## config.mk

```make
export PLATFORM = sky130hd
export DESIGN_NAME = tuc_regs
export DESIGN_NICKNAME = d
export VERILOG_FILES = /design/src/tuc_pkg.sv /design/src/tuc_wb_port.sv /design/src/tuc_scrub.sv /design/src/tuc_regs.sv
export VERILOG_INCLUDE_DIRS = /design/src
export SDC_FILE = /design/constraint.sdc
export NUM_CORES = 1
export LEC_CHECK = 0
export BUFFER_PORTS_ARGS = -buffer_cell sky130_fd_sc_hd__buf_2
export CORE_ASPECT_RATIO = 1.5
export CORE_MARGIN = 8
export CORE_UTILIZATION = 44
export CTS_BUF_LIST = sky130_fd_sc_hd__clkbuf_8 sky130_fd_sc_hd__clkbuf_16
export DETAILED_ROUTE_END_ITERATION = 10
export GPL_TIMING_DRIVEN = 1
export PLACE_DENSITY = 0.79
export SYNTH_ARGS = -nofsm -noshare
export SYNTH_HDL_FRONTEND = slang
export SYNTH_SLANG_ARGS = --single-unit
```

## constraint.sdc

```tcl
create_clock -name clk_i -period 2.5 [get_ports clk_i]
set_clock_uncertainty 0.1 [all_clocks]
set_input_delay 0.125 -clock clk_i [delete_from_list [all_inputs] [get_ports clk_i]]
set_output_delay 0.125 -clock clk_i [all_outputs]
set_load 0.02 [all_outputs]
```

## src/tuc_map.svh

```systemverilog
/*
 * register offsets, field positions, reset values and counts of the
 * translation unit feature and function-control bank.
 * assumes inclusion by bare name from design files and the bench.
 */
`ifndef TUC_MAP_SVH
`define TUC_MAP_SVH

// ----------------------------------------------------------------
// offsets (byte addresses, one aligned word each)
// ----------------------------------------------------------------
`define TUC_ADR_W 16
`define TUC_OFS_FEAT_LO 16'h0008
`define TUC_OFS_FEAT_HI 16'h000C
`define TUC_OFS_FCTL 16'h0020
`define TUC_OFS_STAT 16'h0040

// ----------------------------------------------------------------
// feature register fields
// ----------------------------------------------------------------
`define TUC_FEAT_CIL_HI 4
`define TUC_FEAT_CWID_HI_MSB 3
`define TUC_FEAT_HCC_MSB 31
`define TUC_FEAT_HCC_LSB 24
`define TUC_FEAT_PTA 19
`define TUC_FEAT_SYSTEM_ERROR_SUPPORT 18
`define TUC_FEAT_DWID_MSB 17
`define TUC_FEAT_DWID_LSB 13
`define TUC_FEAT_IWID_MSB 12
`define TUC_FEAT_IWID_LSB 8
`define TUC_FEAT_ESZ_MSB 7
`define TUC_FEAT_ESZ_LSB 4
`define TUC_FEAT_CCT 2
`define TUC_FEAT_VIRT 1
`define TUC_FEAT_PHYS 0
`define TUC_ENTRY_SIZE 4'h3
`define TUC_HCC_VAL 8'h00
`define TUC_COL_WIDTH 16
`define TUC_DEV_WIDTH 20
`define TUC_INT_WIDTH 16

// ----------------------------------------------------------------
// function control fields
// ----------------------------------------------------------------
`define TUC_FC_DCC 31
`define TUC_FC_PWE 30
`define TUC_FC_IEC 18
`define TUC_FC_IDC 17
`define TUC_FC_ICC 16
`define TUC_FC_ROUTE 11
`define TUC_FC_QD 9
`define TUC_FC_AEE 8
`define TUC_FC_CGO_MSB 7
`define TUC_FC_CGO_LSB 4
`define TUC_FC_CEE 3
`define TUC_FC_UEE 2
`define TUC_FC_LTE 1
`define TUC_FC_SIP 0
`define TUC_FC_RW_MASK 32'hC0000BFE
`define TUC_FC_QUIET_MASK 32'h8000000E
`define TUC_FC_RESET 32'h00000000

// ----------------------------------------------------------------
// status register fields
// ----------------------------------------------------------------
`define TUC_ST_QUIET 0
`define TUC_ST_SCRUB 1
`define TUC_ST_LPREQ 2

// ----------------------------------------------------------------
// scrub sweep
// ----------------------------------------------------------------
`define TUC_SCRUB_AW 8
`define TUC_SCRUB_LAST 8'hFF

`endif

```

## src/tuc_pkg.sv

```systemverilog
/*
 * types shared by the translation unit register bank.
 * assumes nothing of its surroundings.
 */
package tuc_pkg;

	typedef enum logic [4:0] {
		TUC_SEL_NONE = 5'h01,
		TUC_SEL_FLO = 5'h02,
		TUC_SEL_FHI = 5'h04,
		TUC_SEL_FCTL = 5'h08,
		TUC_SEL_STAT = 5'h10
	} tuc_sel_t;

	typedef enum logic [1:0] {
		TUC_SCRUB_IDLE = 2'h1,
		TUC_SCRUB_RUN = 2'h2
	} tuc_scrub_st_t;

endpackage

```

## src/tuc_wb_port.sv

```systemverilog
/*
 * classic wishbone slave front end: decode and registered acknowledge.
 * assumes a master that holds its request until it sees ack.
 */
`timescale 1ns/10ps
`include "tuc_map.svh"

module tuc_wb_port (
	input wire logic clk_i,
	input wire logic rst_i,
	input wire logic wb_cyc_i,
	input wire logic wb_stb_i,
	input wire logic wb_we_i,
	input wire logic [15:0] wb_adr_i,
	output logic wb_ack_o,
	output logic req_o,
	output logic wr_o,
	output tuc_pkg::tuc_sel_t sel_o
);
	import tuc_pkg::*;

	// ------------------------------------------------------------
	// decode
	// ------------------------------------------------------------
	function automatic tuc_sel_t decode(input logic [15:0] adr);
		tuc_sel_t s;
		s = TUC_SEL_NONE;
		if (adr == `TUC_OFS_FEAT_LO) begin
			s = TUC_SEL_FLO;
		end else if (adr == `TUC_OFS_FEAT_HI) begin
			s = TUC_SEL_FHI;
		end else if (adr == `TUC_OFS_FCTL) begin
			s = TUC_SEL_FCTL;
		end else if (adr == `TUC_OFS_STAT) begin
			s = TUC_SEL_STAT;
		end
		return s;
	endfunction

	logic ack;
	wire logic next_ack;

	// one wait state: data is loaded on the request edge, ack follows
	assign req_o = wb_cyc_i & wb_stb_i & ~ack;
	assign next_ack = req_o;
	assign wr_o = ack & wb_cyc_i & wb_stb_i & wb_we_i;
	assign sel_o = decode({wb_adr_i[15:2], 2'b00});
	assign wb_ack_o = ack;

	always_ff @(posedge clk_i) begin
		if (rst_i) begin
			ack <= 1'b0;
		end else begin
			ack <= next_ack;
		end
	end
endmodule

```

## src/tuc_scrub.sv

```systemverilog
/*
 * ram scrub sequencer: sweeps every word address once, then stops.
 * assumes the rams take one write per cycle at scrub_addr_o.
 */
`timescale 1ns/10ps
`include "tuc_map.svh"

module tuc_scrub (
	input wire logic clk_i,
	input wire logic rst_i,
	input wire logic start_i,
	input wire logic abort_i,
	output logic busy_o,
	output logic done_o,
	output logic [7:0] addr_o,
	output logic we_o
);
	import tuc_pkg::*;

	tuc_scrub_st_t state;
	tuc_scrub_st_t next_state;
	logic [7:0] addr;
	logic [7:0] next_addr;
	wire logic last;

	assign last = (addr == `TUC_SCRUB_LAST);

	// start beats abort and completion, so a fresh request is never lost
	always_comb begin
		next_state = state;
		next_addr = addr;
		case (state)
			TUC_SCRUB_IDLE: begin
				if (start_i) begin
					next_state = TUC_SCRUB_RUN;
					next_addr = 8'h00;
				end
			end
			TUC_SCRUB_RUN: begin
				if (start_i) begin
					next_addr = 8'h00;
				end else if (abort_i || last) begin
					next_state = TUC_SCRUB_IDLE;
				end else begin
					next_addr = addr + 8'h01;
				end
			end
			default: begin
				next_state = TUC_SCRUB_IDLE;
			end
		endcase
	end

	always_ff @(posedge clk_i) begin
		if (rst_i) begin
			state <= TUC_SCRUB_IDLE;
			addr <= 8'h00;
			done_o <= 1'b0;
		end else begin
			state <= next_state;
			addr <= next_addr;
			done_o <= (state == TUC_SCRUB_RUN) & last & ~start_i & ~abort_i;
		end
	end

	assign busy_o = (state == TUC_SCRUB_RUN);
	assign we_o = (state == TUC_SCRUB_RUN);
	assign addr_o = addr;
endmodule

```

## src/tuc_regs.sv

```systemverilog
/*
 * translation unit feature and function-control register bank.
 * assumes a classic wishbone master, quiescent status and error events
 * from logic on clk_i, and a low-power request pin from outside.
 */
// Notes on behaviour
// - collection limit bit reads one
// - collection width field is width minus one
// - hardware collection count and cumulative tables zero
// - target address and system error bits zero
// - device width field is width minus one
// - interrupt width field is width minus one
// - table entry size field reads three
// - virtual unsupported, physical message interrupts supported
// - control acts on this instance only
// - some control writes ignored unless quiescent
// - conversion-disable selects direct versus translation attribute
// - power-down bit zero requests quiescent indication
// - invalidate bits pulse on one, zero ignored
// - routing bit sends table reads via distributor
// - deny bit refuses every low-power request
// - enables gate access, command, unmapped error reports
// - latency tracking follows its enable bit
// - override bits disable their clock gates
// - scrub bit starts, aborts, reads busy
// - finished scrub clears its bit
`timescale 1ns/10ps
`include "tuc_map.svh"

module tuc_regs #(
	parameter int COL_WIDTH = `TUC_COL_WIDTH,
	parameter int DEV_WIDTH = `TUC_DEV_WIDTH,
	parameter int INT_WIDTH = `TUC_INT_WIDTH
) (
	input wire logic clk_i,
	input wire logic rst_i,
	input wire logic wb_cyc_i,
	input wire logic wb_stb_i,
	input wire logic wb_we_i,
	input wire logic [15:0] wb_adr_i,
	input wire logic [3:0] wb_sel_i,
	input wire logic [31:0] wb_dat_i,
	output logic [31:0] wb_dat_o,
	output logic wb_ack_o,
	input wire logic quiescent_i,
	output logic quiescent_request_o,
	output logic direct_attribute_o,
	output logic invalidate_event_o,
	output logic invalidate_device_o,
	output logic invalidate_collection_o,
	output logic route_via_distributor_o,
	input wire logic lp_request_i,
	output logic lp_deny_o,
	input wire logic access_error_i,
	input wire logic command_error_i,
	input wire logic unmapped_error_i,
	output logic access_error_report_o,
	output logic command_error_report_o,
	output logic unmapped_error_report_o,
	output logic latency_tracking_o,
	output logic [3:0] clock_gate_override_o,
	output logic [7:0] scrub_addr_o,
	output logic scrub_write_o
);
	import tuc_pkg::*;

	// ------------------------------------------------------------
	// build-time feature words
	// ------------------------------------------------------------
	localparam logic [3:0] COL_FIELD = 4'(COL_WIDTH - 1);
	localparam logic [4:0] DEV_FIELD = 5'(DEV_WIDTH - 1);
	localparam logic [4:0] INT_FIELD = 5'(INT_WIDTH - 1);

	wire logic [31:0] feat_lo;
	wire logic [31:0] feat_hi;

	// ------------------------------------------------------------
	// feature high word
	// ------------------------------------------------------------
	// limit flag over collection width, rest zero
	assign feat_hi[31:`TUC_FEAT_CIL_HI + 1] = 27'h0000000;
	assign feat_hi[`TUC_FEAT_CIL_HI] = 1'b1;
	assign feat_hi[`TUC_FEAT_CWID_HI_MSB:0] = COL_FIELD;

	// ------------------------------------------------------------
	// feature low word
	// ------------------------------------------------------------
	assign feat_lo[`TUC_FEAT_HCC_MSB:`TUC_FEAT_HCC_LSB] = `TUC_HCC_VAL;
	assign feat_lo[23:20] = 4'h0;
	assign feat_lo[`TUC_FEAT_PTA] = 1'b0;
	assign feat_lo[`TUC_FEAT_SYSTEM_ERROR_SUPPORT] = 1'b0;
	assign feat_lo[`TUC_FEAT_DWID_MSB:`TUC_FEAT_DWID_LSB] = DEV_FIELD;
	assign feat_lo[`TUC_FEAT_IWID_MSB:`TUC_FEAT_IWID_LSB] = INT_FIELD;
	assign feat_lo[`TUC_FEAT_ESZ_MSB:`TUC_FEAT_ESZ_LSB] = `TUC_ENTRY_SIZE;
	assign feat_lo[3] = 1'b0;
	assign feat_lo[`TUC_FEAT_CCT] = 1'b0;
	assign feat_lo[`TUC_FEAT_VIRT] = 1'b0;
	assign feat_lo[`TUC_FEAT_PHYS] = 1'b1;

	// ------------------------------------------------------------
	// bus front end
	// ------------------------------------------------------------
	wire logic req;
	wire logic wr;
	tuc_sel_t sel;

	tuc_wb_port u_port (
		.clk_i(clk_i),
		.rst_i(rst_i),
		.wb_cyc_i(wb_cyc_i),
		.wb_stb_i(wb_stb_i),
		.wb_we_i(wb_we_i),
		.wb_adr_i(wb_adr_i),
		.wb_ack_o(wb_ack_o),
		.req_o(req),
		.wr_o(wr),
		.sel_o(sel)
	);

	// ------------------------------------------------------------
	// write qualification
	// ------------------------------------------------------------
	wire logic fctl_wr;
	wire logic [31:0] lane_mask;
	wire logic [31:0] quiet_gate;
	wire logic [31:0] upd_mask;
	wire logic [31:0] fctl;
	wire logic [31:0] next_fctl;

	assign fctl_wr = wr & (sel == TUC_SEL_FCTL);

	// ------------------------------------------------------------
	// byte lanes
	// ------------------------------------------------------------
	genvar g;
	generate
		for (g = 0; g < 4; g++) begin : g_lane
			assign lane_mask[g*8 +: 8] = {8{wb_sel_i[g]}};
		end
	endgenerate

	// ------------------------------------------------------------
	// write masks
	// ------------------------------------------------------------
	// fields that feed live translation logic only move when idle
	assign quiet_gate = quiescent_i ? 32'hFFFFFFFF
		: ~`TUC_FC_QUIET_MASK;
	// reserved and write-only bits never store
	assign upd_mask = fctl_wr ? (lane_mask & quiet_gate
		& `TUC_FC_RW_MASK) : 32'h00000000;
	assign next_fctl = (fctl & ~upd_mask) | (wb_dat_i & upd_mask);

	// ------------------------------------------------------------
	// function control storage
	// ------------------------------------------------------------
	// one flop byte per lane; lives in this instance, never forwarded
	generate
		for (g = 0; g < 4; g++) begin : g_fctl
			logic [7:0] byte_q;
			always_ff @(posedge clk_i) begin
				if (rst_i) begin
					byte_q <= 8'(`TUC_FC_RESET >> (g * 8));
				end else begin
					byte_q <= next_fctl[g*8 +: 8];
				end
			end
			assign fctl[g*8 +: 8] = byte_q;
		end
	endgenerate

	// ------------------------------------------------------------
	// invalidate pulses
	// ------------------------------------------------------------
	wire logic inv_lane;
	wire logic [2:0] next_inv;
	wire logic [2:0] inv;

	// only a pulse leaves; nothing is stored, so these bits read zero
	assign inv_lane = fctl_wr & wb_sel_i[2];
	assign next_inv = inv_lane
		? wb_dat_i[`TUC_FC_IEC:`TUC_FC_ICC] : 3'h0;

	generate
		for (g = 0; g < 3; g++) begin : g_inv
			logic pulse;
			always_ff @(posedge clk_i) begin
				if (rst_i) begin
					pulse <= 1'b0;
				end else begin
					pulse <= next_inv[g];
				end
			end
			assign inv[g] = pulse;
		end
	endgenerate

	assign invalidate_event_o = inv[2];
	assign invalidate_device_o = inv[1];
	assign invalidate_collection_o = inv[0];

	// ------------------------------------------------------------
	// scrub control
	// ------------------------------------------------------------
	wire logic sip_wr;
	wire logic scrub_start;
	wire logic scrub_abort;
	wire logic scrub_busy;

	assign sip_wr = fctl_wr & wb_sel_i[0];
	assign scrub_start = sip_wr & wb_dat_i[`TUC_FC_SIP];
	assign scrub_abort = sip_wr & ~wb_dat_i[`TUC_FC_SIP];

	// a start during a sweep restarts it from word zero
	// busy drops by itself at the end of the sweep
	tuc_scrub u_scrub (
		.clk_i(clk_i),
		.rst_i(rst_i),
		.start_i(scrub_start),
		.abort_i(scrub_abort),
		.busy_o(scrub_busy),
		.done_o(),
		.addr_o(scrub_addr_o),
		.we_o(scrub_write_o)
	);

	// ------------------------------------------------------------
	// pin synchroniser
	// ------------------------------------------------------------
	// only the second flop reads the first
	logic lp_meta;
	logic lp_sync;

	always_ff @(posedge clk_i) begin
		if (rst_i) begin
			lp_meta <= 1'b0;
			lp_sync <= 1'b0;
		end else begin
			lp_meta <= lp_request_i;
			lp_sync <= lp_meta;
		end
	end

	// ------------------------------------------------------------
	// low-power deny
	// ------------------------------------------------------------
	wire logic next_deny;

	// the deny follows the synchronised request, never the raw pin
	assign next_deny = lp_sync & fctl[`TUC_FC_QD];

	always_ff @(posedge clk_i) begin
		if (rst_i) begin
			lp_deny_o <= 1'b0;
		end else begin
			lp_deny_o <= next_deny;
		end
	end

	// ------------------------------------------------------------
	// error reports
	// ------------------------------------------------------------
	wire logic [2:0] err_in;
	wire logic [2:0] err_en;
	wire logic [2:0] next_rep;
	wire logic [2:0] rep;

	// events are not held: a report costs one cycle of latency
	assign err_in = {access_error_i, command_error_i, unmapped_error_i};
	assign err_en = {fctl[`TUC_FC_AEE], fctl[`TUC_FC_CEE],
		fctl[`TUC_FC_UEE]};
	assign next_rep = err_in & err_en;

	generate
		for (g = 0; g < 3; g++) begin : g_rep
			logic flag;
			always_ff @(posedge clk_i) begin
				if (rst_i) begin
					flag <= 1'b0;
				end else begin
					flag <= next_rep[g];
				end
			end
			assign rep[g] = flag;
		end
	endgenerate

	assign access_error_report_o = rep[2];
	assign command_error_report_o = rep[1];
	assign unmapped_error_report_o = rep[0];

	// ------------------------------------------------------------
	// level outputs
	// ------------------------------------------------------------
	assign direct_attribute_o = fctl[`TUC_FC_DCC];
	assign quiescent_request_o = ~fctl[`TUC_FC_PWE];
	assign route_via_distributor_o = fctl[`TUC_FC_ROUTE];
	assign latency_tracking_o = fctl[`TUC_FC_LTE];
	// with no gates fitted, software must keep these set
	assign clock_gate_override_o =
		fctl[`TUC_FC_CGO_MSB:`TUC_FC_CGO_LSB];

	// ------------------------------------------------------------
	// read data
	// ------------------------------------------------------------
	wire logic [31:0] fctl_rd;
	wire logic [31:0] stat_rd;
	wire logic [2:0] stat_bits;
	logic [31:0] rd_mux;
	wire logic [31:0] next_rdat;

	// write-only invalidate bits read zero; bit 0 shows the sweep
	assign fctl_rd = (fctl & `TUC_FC_RW_MASK)
		| {31'h00000000, scrub_busy};
	assign stat_bits = {lp_sync, scrub_busy, quiescent_i};
	assign stat_rd = {29'h00000000, stat_bits};

	// ------------------------------------------------------------
	// read mux
	// ------------------------------------------------------------
	always_comb begin
		case (sel)
			TUC_SEL_FLO: rd_mux = feat_lo;
			TUC_SEL_FHI: rd_mux = feat_hi;
			TUC_SEL_FCTL: rd_mux = fctl_rd;
			TUC_SEL_STAT: rd_mux = stat_rd;
			default: rd_mux = 32'h00000000;
		endcase
	end

	// loaded on the request edge, stable while ack stands
	assign next_rdat = req ? rd_mux : wb_dat_o;

	// ------------------------------------------------------------
	// read data register
	// ------------------------------------------------------------
	always_ff @(posedge clk_i) begin
		if (rst_i) begin
			wb_dat_o <= 32'h00000000;
		end else begin
			wb_dat_o <= next_rdat;
		end
	end
endmodule

```

# Yosys cells after proc, flatten, opt, wreduce, memory -nomap -nowiden
# Cells that the tools add are included.
[word_totals]
ff_bits = 84
in_bits = 62
output_inout_bits = 57
wordCells = 75
[classes]
n_addsub = 1
eq_ne = 15
n_mux = 15
bitwise = 22
reduce_logical = 5
[op_table]
columns = ["cell", "count"]
rows = [
  ["one-hot mux 32 bit (4 select lines)", 1],
  ["AND 32 bit", 3],
  ["two-way mux 32 bit", 2],
  ["inverter 32 bit", 1],
  ["bitwise OR 32 x 1 -> 32 bit", 1],
  ["bitwise OR 32 bit", 1],
  ["equality test 14 x 2 -> 1 bit (second input constant)", 2],
  ["two-way mux 8 bit", 3],
  ["two-way mux 5 bit", 4],
  ["one-hot mux 8 bit (2 select lines)", 1],
  ["equality test 14 x 4 -> 1 bit (second input constant)", 1],
  ["equality test 14 x 5 -> 1 bit (second input constant)", 1],
  ["AND 1 bit", 11],
  ["adder 8 x 1 -> 8 bit (second input constant)", 1],
  ["equality test 8 bit (second input constant)", 1],
  ["two-way mux 2 bit", 3],
  ["AND reduction 3 bit", 2],
  ["equality test 5 x 2 -> 1 bit (second input constant)", 1],
  ["equality test 5 x 3 -> 1 bit (second input constant)", 1],
  ["equality test 5 x 4 -> 1 bit (second input constant)", 1],
  ["equality test 5 bit (second input constant)", 1],
  ["!= test 2 bit (second input constant)", 2],
  ["inverter 1 bit", 4],
  ["one-hot mux 2 bit (2 select lines)", 1],
  ["8 further kinds", 8],
]

# Longest topological paths before layout
[logic_depth]
depth_word = 13
depth_mapped = 7

# Hierarchy
# A second synthesis with hierarchy kept.
[hier_totals]
cells_unflattened = 281
area_unflattened_um2 = 2478.6
[by_module_without_submodules]
columns = ["mod", "n_inst", "cells_each", "area_each_um2"]
rows = [
  ["tuc_regs", 1, 185, 1671.6],
  ["tuc_scrub", 1, 76, 665.6],
  ["tuc_wb_port", 1, 20, 141.4],
]

# Worst setup path before layout
# No wires, ideal clock.
[synth_path]
kind = "input -> register"
from = "in wb_adr_i[7]"
to = "reg u_scrub.addr[2] (netlist: u_scrub.addr_o[2])"
setup_time_ns = 0.120
t_arrival_ns = 1.970
slack_ns = 0.310
cell_stages = 7
path_cell_list = "or4_1 buf_2 nor4_4 and2_1 buf_6 a311oi_4 a211o_1"
[synth_via]
elab_chain_len = 12
elab_cells_between_ends = 19
cone_classes = "eq/ne: 7; mux: 6; bitwise: 4; reduce/logical: 2"
[synth_rtl]
columns = ["element", "line", "text"]
rows = [
  ["from (decl)", "tuc_regs.sv:40", "input wire logic [15:0] wb_adr_i,"],
  ["equality test 14 x 5 -> 1 bit (no source line)", "n/a", ""],
  ["two-way mux 5 bit", "tuc_wb_port.sv:34", "end else if (adr == `TUC_OFS_STAT) begin"],
  ["two-way mux 5 bit", "tuc_wb_port.sv:32", "end else if (adr == `TUC_OFS_FCTL) begin"],
  ["two-way mux 5 bit", "tuc_wb_port.sv:30", "end else if (adr == `TUC_OFS_FEAT_HI) begin"],
  ["two-way mux 5 bit (*)", "tuc_wb_port.sv:28", "if (adr == `TUC_OFS_FEAT_LO) begin"],
  ["equality test 5 x 4 -> 1 bit (*)", "tuc_regs.sv:130", "assign fctl_wr = wr & (sel == TUC_SEL_FCTL);"],
  ["AND 1 bit (*)", "tuc_regs.sv:130", ""],
  ["AND 1 bit (*)", "tuc_regs.sv:209", "assign sip_wr = fctl_wr & wb_sel_i[0];"],
  ["AND 1 bit", "tuc_regs.sv:211", "assign scrub_abort = sip_wr & ~wb_dat_i[`TUC_FC_SIP];"],
  ["logical OR 1 bit", "tuc_scrub.sv:42", "end else if (abort_i || last) begin"],
  ["!= test 3 bit (no source line)", "n/a", ""],
  ["AND reduction 3 bit (no source line)", "n/a", ""],
  ["to (signal assigned)", "tuc_scrub.sv:61", "addr <= next_addr;"],
  ["to (decl)", "tuc_scrub.sv:22", "logic [7:0] addr;"],
]
# Every way passes the cells marked *; elsewhere a longest branch is shown, timed or not.
# A chain may end at the register's enable or synchronous reset.

# Worst setup path after layout
[layout_path]
from = "reg u_port.ack (netlist: u_port.wb_ack_o)"
to = "reg u_scrub.addr[0] (netlist: u_scrub.addr_o[0])"
[layout_via]
elab_chain_len = 9
elab_cells_between_ends = 13
cone_classes = "eq/ne: 2; mux: 2; bitwise: 7; reduce/logical: 2"
[layout_rtl]
columns = ["element", "line", "text"]
rows = [
  ["from (decl)", "tuc_wb_port.sv:40", "logic ack;"],
  ["from (signal assigned)", "tuc_wb_port.sv:54", "ack <= next_ack;"],
  ["AND 1 bit (*) (3 in series)", "tuc_wb_port.sv:46", "assign wr_o = ack & wb_cyc_i & wb_stb_i & wb_we_i;"],
  ["AND 1 bit (*)", "tuc_regs.sv:130", ""],
  ["AND 1 bit (*)", "tuc_regs.sv:209", ""],
  ["AND 1 bit", "tuc_regs.sv:211", ""],
  ["logical OR 1 bit", "tuc_scrub.sv:42", ""],
  ["!= test 3 bit (no source line)", "n/a", ""],
  ["AND reduction 3 bit (no source line)", "n/a", ""],
]
# Marks and branches as above.

==> impl_metrics.py <==
metrics = {
    "synthesis": {
        "ys_ff_latch": 46,
        "ys_seq_area_share_pct": 42.87,
        "synth_edf_count": 0,
        "synthAdderAreaFrac_pct": 1.747,
        "avgSynthCellArea_um2": 8.951,
        "synth_compound_area_share_pct": 14.33,
        "async_reset_ff_share_pct": 0,
        "synth_area_um2": 2148,
        "synth-xor-area-share_pct": 0,
        "synth_ff_type": "dfxtp_1",
        "synthSimpleGateAreaFrac_pct": 25.92,
        "synth_top_family_by_area": "simple AND/OR/NAND/NOR gates",
        "yosys_warnings": 0,
        "synthMuxAreaShare_pct": 4.426,
        "syn_inst": 240,
        "yosysUniqueCellTypes": 47,
    },
    "power": {
        "powerDensity_nw_per_um2": 501.9,
        "comb_power_share_pct": 9.6,
        "swShare_pct": 23.29,
        "switching_power_uw": 333.5,
        "power_mw": 1.432,
        "p_leak_nw": 1.402,
        "p_clk_share_pct": 38.6,
        "ir_drop_mv": 0.3275,
        "power.internal_mw": 1.098,
        "pwr-share-seq_pct": 51.8,
    },
    "critical_path": {
        "critical_path_class": "flop to flop",
        "cp_max_fo": 8,
        "critPathCaptureType": "flop",
        "cp-start-kind": "flop",
        "worstPathArrival_ns": 2.23,
        "cp.required_ns": 2.64,
    },
    "cts": {
        "cts_sinks": 46,
        "cts_buffers": 5,
        "cts_tree": "built",
        "htreeDepth": 2,
        "path_clk_slew_ns": 0.09,
        "cts_root_buf": "clkbuf_8",
        "clock_latency_ns": 0.29,
        "clockBufferDepth": 2,
    },
    "sta": {
        "period_needed_ns": 2.089,
        "worst_pin_slew_ns": 0.7853,
        "hold_viol_final": 0,
        "min_period_over_period_pct": 83.58,
        "setup_viol": 0,
        "fmax_ghz": 0.4786,
        "fin_ws_ns": 0.4106,
        "slew_violations": 0,
        "rsz0062_at_grt": "no",
        "setup_tns_ns": 0,
        "slew-limit-headroom_pct": 47.45,
    },
    "layout": {
        "diodes": 0,
        "nets": 406,
        "final_util_pct": 59.80,
        "final_area_um2": 2853,
        "drive_gt1_share_pct": 31.87,
        "syn2layout_area_growth_pct": 32.79,
    },
    "global_route": {
        "grt_pass1_wl_um": 9356,
        "grtUsageTotal_pct": 15.69,
        "antenna_found_initial": 0,
        "grt_max_degree": 29,
        "grt_overflow": 0,
        "first_global_vias": 2001,
    },
    "floorplan": {
        "die_w_um": 73.05,
        "dieArea_um2": 7420,
        "core-area_um2": 4771,
        "ios": 119,
        "initial_utilization_pct": 45.03,
        "fp.dieH_um": 101.6,
        "fp-row-count": 31,
    },
    "routing": {
        "drt_pass1_iterations": 4,
        "drc_errors": 0,
        "vias": 2061,
        "drt_iter0_drc": 169,
        "wl_per_cell_um": 14.71,
        "vias_per_cell": 5.051,
        "drt_wl_total_um": 6000,
        "ant_nets": 0,
    },
    "outcome": {
        "status": "completed",
    },
    "place": {
        "io_buffers": 85,
        "gp_routability_congestion": 0.7722,
        "post-place-ws_ns": 0.1635,
        "dp_hpwl_um": 4511,
        "placed_area_um2": 2550,
    },
    "run": {
        "maxCapViolCount": 0,
    },
    "min_path": {
        "hp-class": "input port to flop",
    },
}
## what timing repair did
| item | in CTS | in global routing |
|---|---|---|
| setup buffers | 0 | 0 |
| hold buffers | 19 | 0 |
| gates resized for setup | 0 | 0 |
| endpoints found under the hold margin | 19 | 0 |
| endpoints found under the setup margin | 0 | 0 |
## power groups by stage
stage / Combinational, mW / Sequential, mW / Clock, mW
after CTS: 0.135 / 0.742 / 0.562
after detailed placement: 0.111 / 0.760 / 0
after global placement: 0.109 / 0.759 / 0
after floorplan: 0.0715 / 0.766 / 0
after global routing: 0.149 / 0.744 / 0.597
final: 0.137 / 0.742 / 0.553
## worst max-delay path, stage by stage (launching register included)
cell and delay (ns):
dfxtp_1 0.37, and4_1 0.35, and2_0 0.35, a31oi_2 0.15, a311oi_4 0.48, mux2_4 0.23
## synth_stat cells (3+ instances only)
library cell	count	area, um^2
ha_1	3	37.54
a211oi_1	3	22.52
nand2_1	27	101.4
nand3_1	15	75.07
and3_1	7	43.79
inv_1	6	22.52
a31oi_1	5	31.28
dfxtp_1	46	920.9
buf_4	22	165.2
a21oi_1	11	55.05
nor2_1	24	90.09
clkbuf_1	6	22.52
o21ai_0	4	20.02
mux2i_1	8	80.08
a211o_1	6	52.55
and2_1	4	25.02
nor3_1	5	25.02
## cells by family (layout without fill, tap and decap cells)
group	count (synthesis)	in the layout
compound gates	41	41
flops	46	46
buf+inv	36	124
simple gates	104	104
mux	9	9
other cells	1	15
fa+ha+maj	3	3
## layer usage
layer	vias to the layer above	share of wire, %	track usage (%)
met5	-	0	0
met4	0	2.6	7.585
met3	10	6.3	2.676
met2	75	51	27.51
met1	963	40	17.66
li1	1013	-	-
## cell usage in the layout (no fill, tap or decap), types with 2 or more instances in the layout
master / n
o21a_1: 2
mux2i_1: 8
buf_2: 85
nor2b_1: 2
a21oi_1: 11
a311oi_1: 2
a22oi_1: 2
a211oi_1: 3
o21ai_0: 4
nand3_1: 15
or4_4: 2
and4_1: 2
ha_1: 3
inv_1: 6
nor2_1: 24
dfxtp_1: 46
buf_4: 6
and2_1: 4
dlygate4sd3_1: 19
and3_1: 7
a211o_1: 6
nor3_1: 5
clkbuf_8: 5
or2_2: 2
nor4_4: 2
a31oi_1: 5
conb_1: 15
nand2_1: 27
## stage by stage
step / hold WS (ns) / cells
after floorplan: 0.1457 / 254
after global placement: 0.2323 / 381
after detailed placement: 0.2322 / 381
after CTS: 0.04535 / 408
after global routing: 0.04524 / 408
final: 0.05317 / 408
## layout make-up
cell class,count,area [um^2]
fillers,453,1918
multi-input cells,172,1054
flip-flops and latches,46,920.9
repair buffers,110,660.6
well taps,66,82.58
clock buffers,5,68.82
clock inverters,3,43.79
inverters,6,22.52
## worst paths after layout
kind	from	endpoint	slack (ns)	depth (start not counted)
setup / recovery	u_port.wb_ack_o	u_scrub.addr_o[0]	0.41	5
hold / removal	quiescent_i	flop	0.05	3
setup reg to reg	u_port.wb_ack_o	u_scrub.addr_o[0]	0.41	5
hold reg to reg	flop	access_error_report_o	0.36	2
No activity file was read; power rests on OpenSTA's default activity.
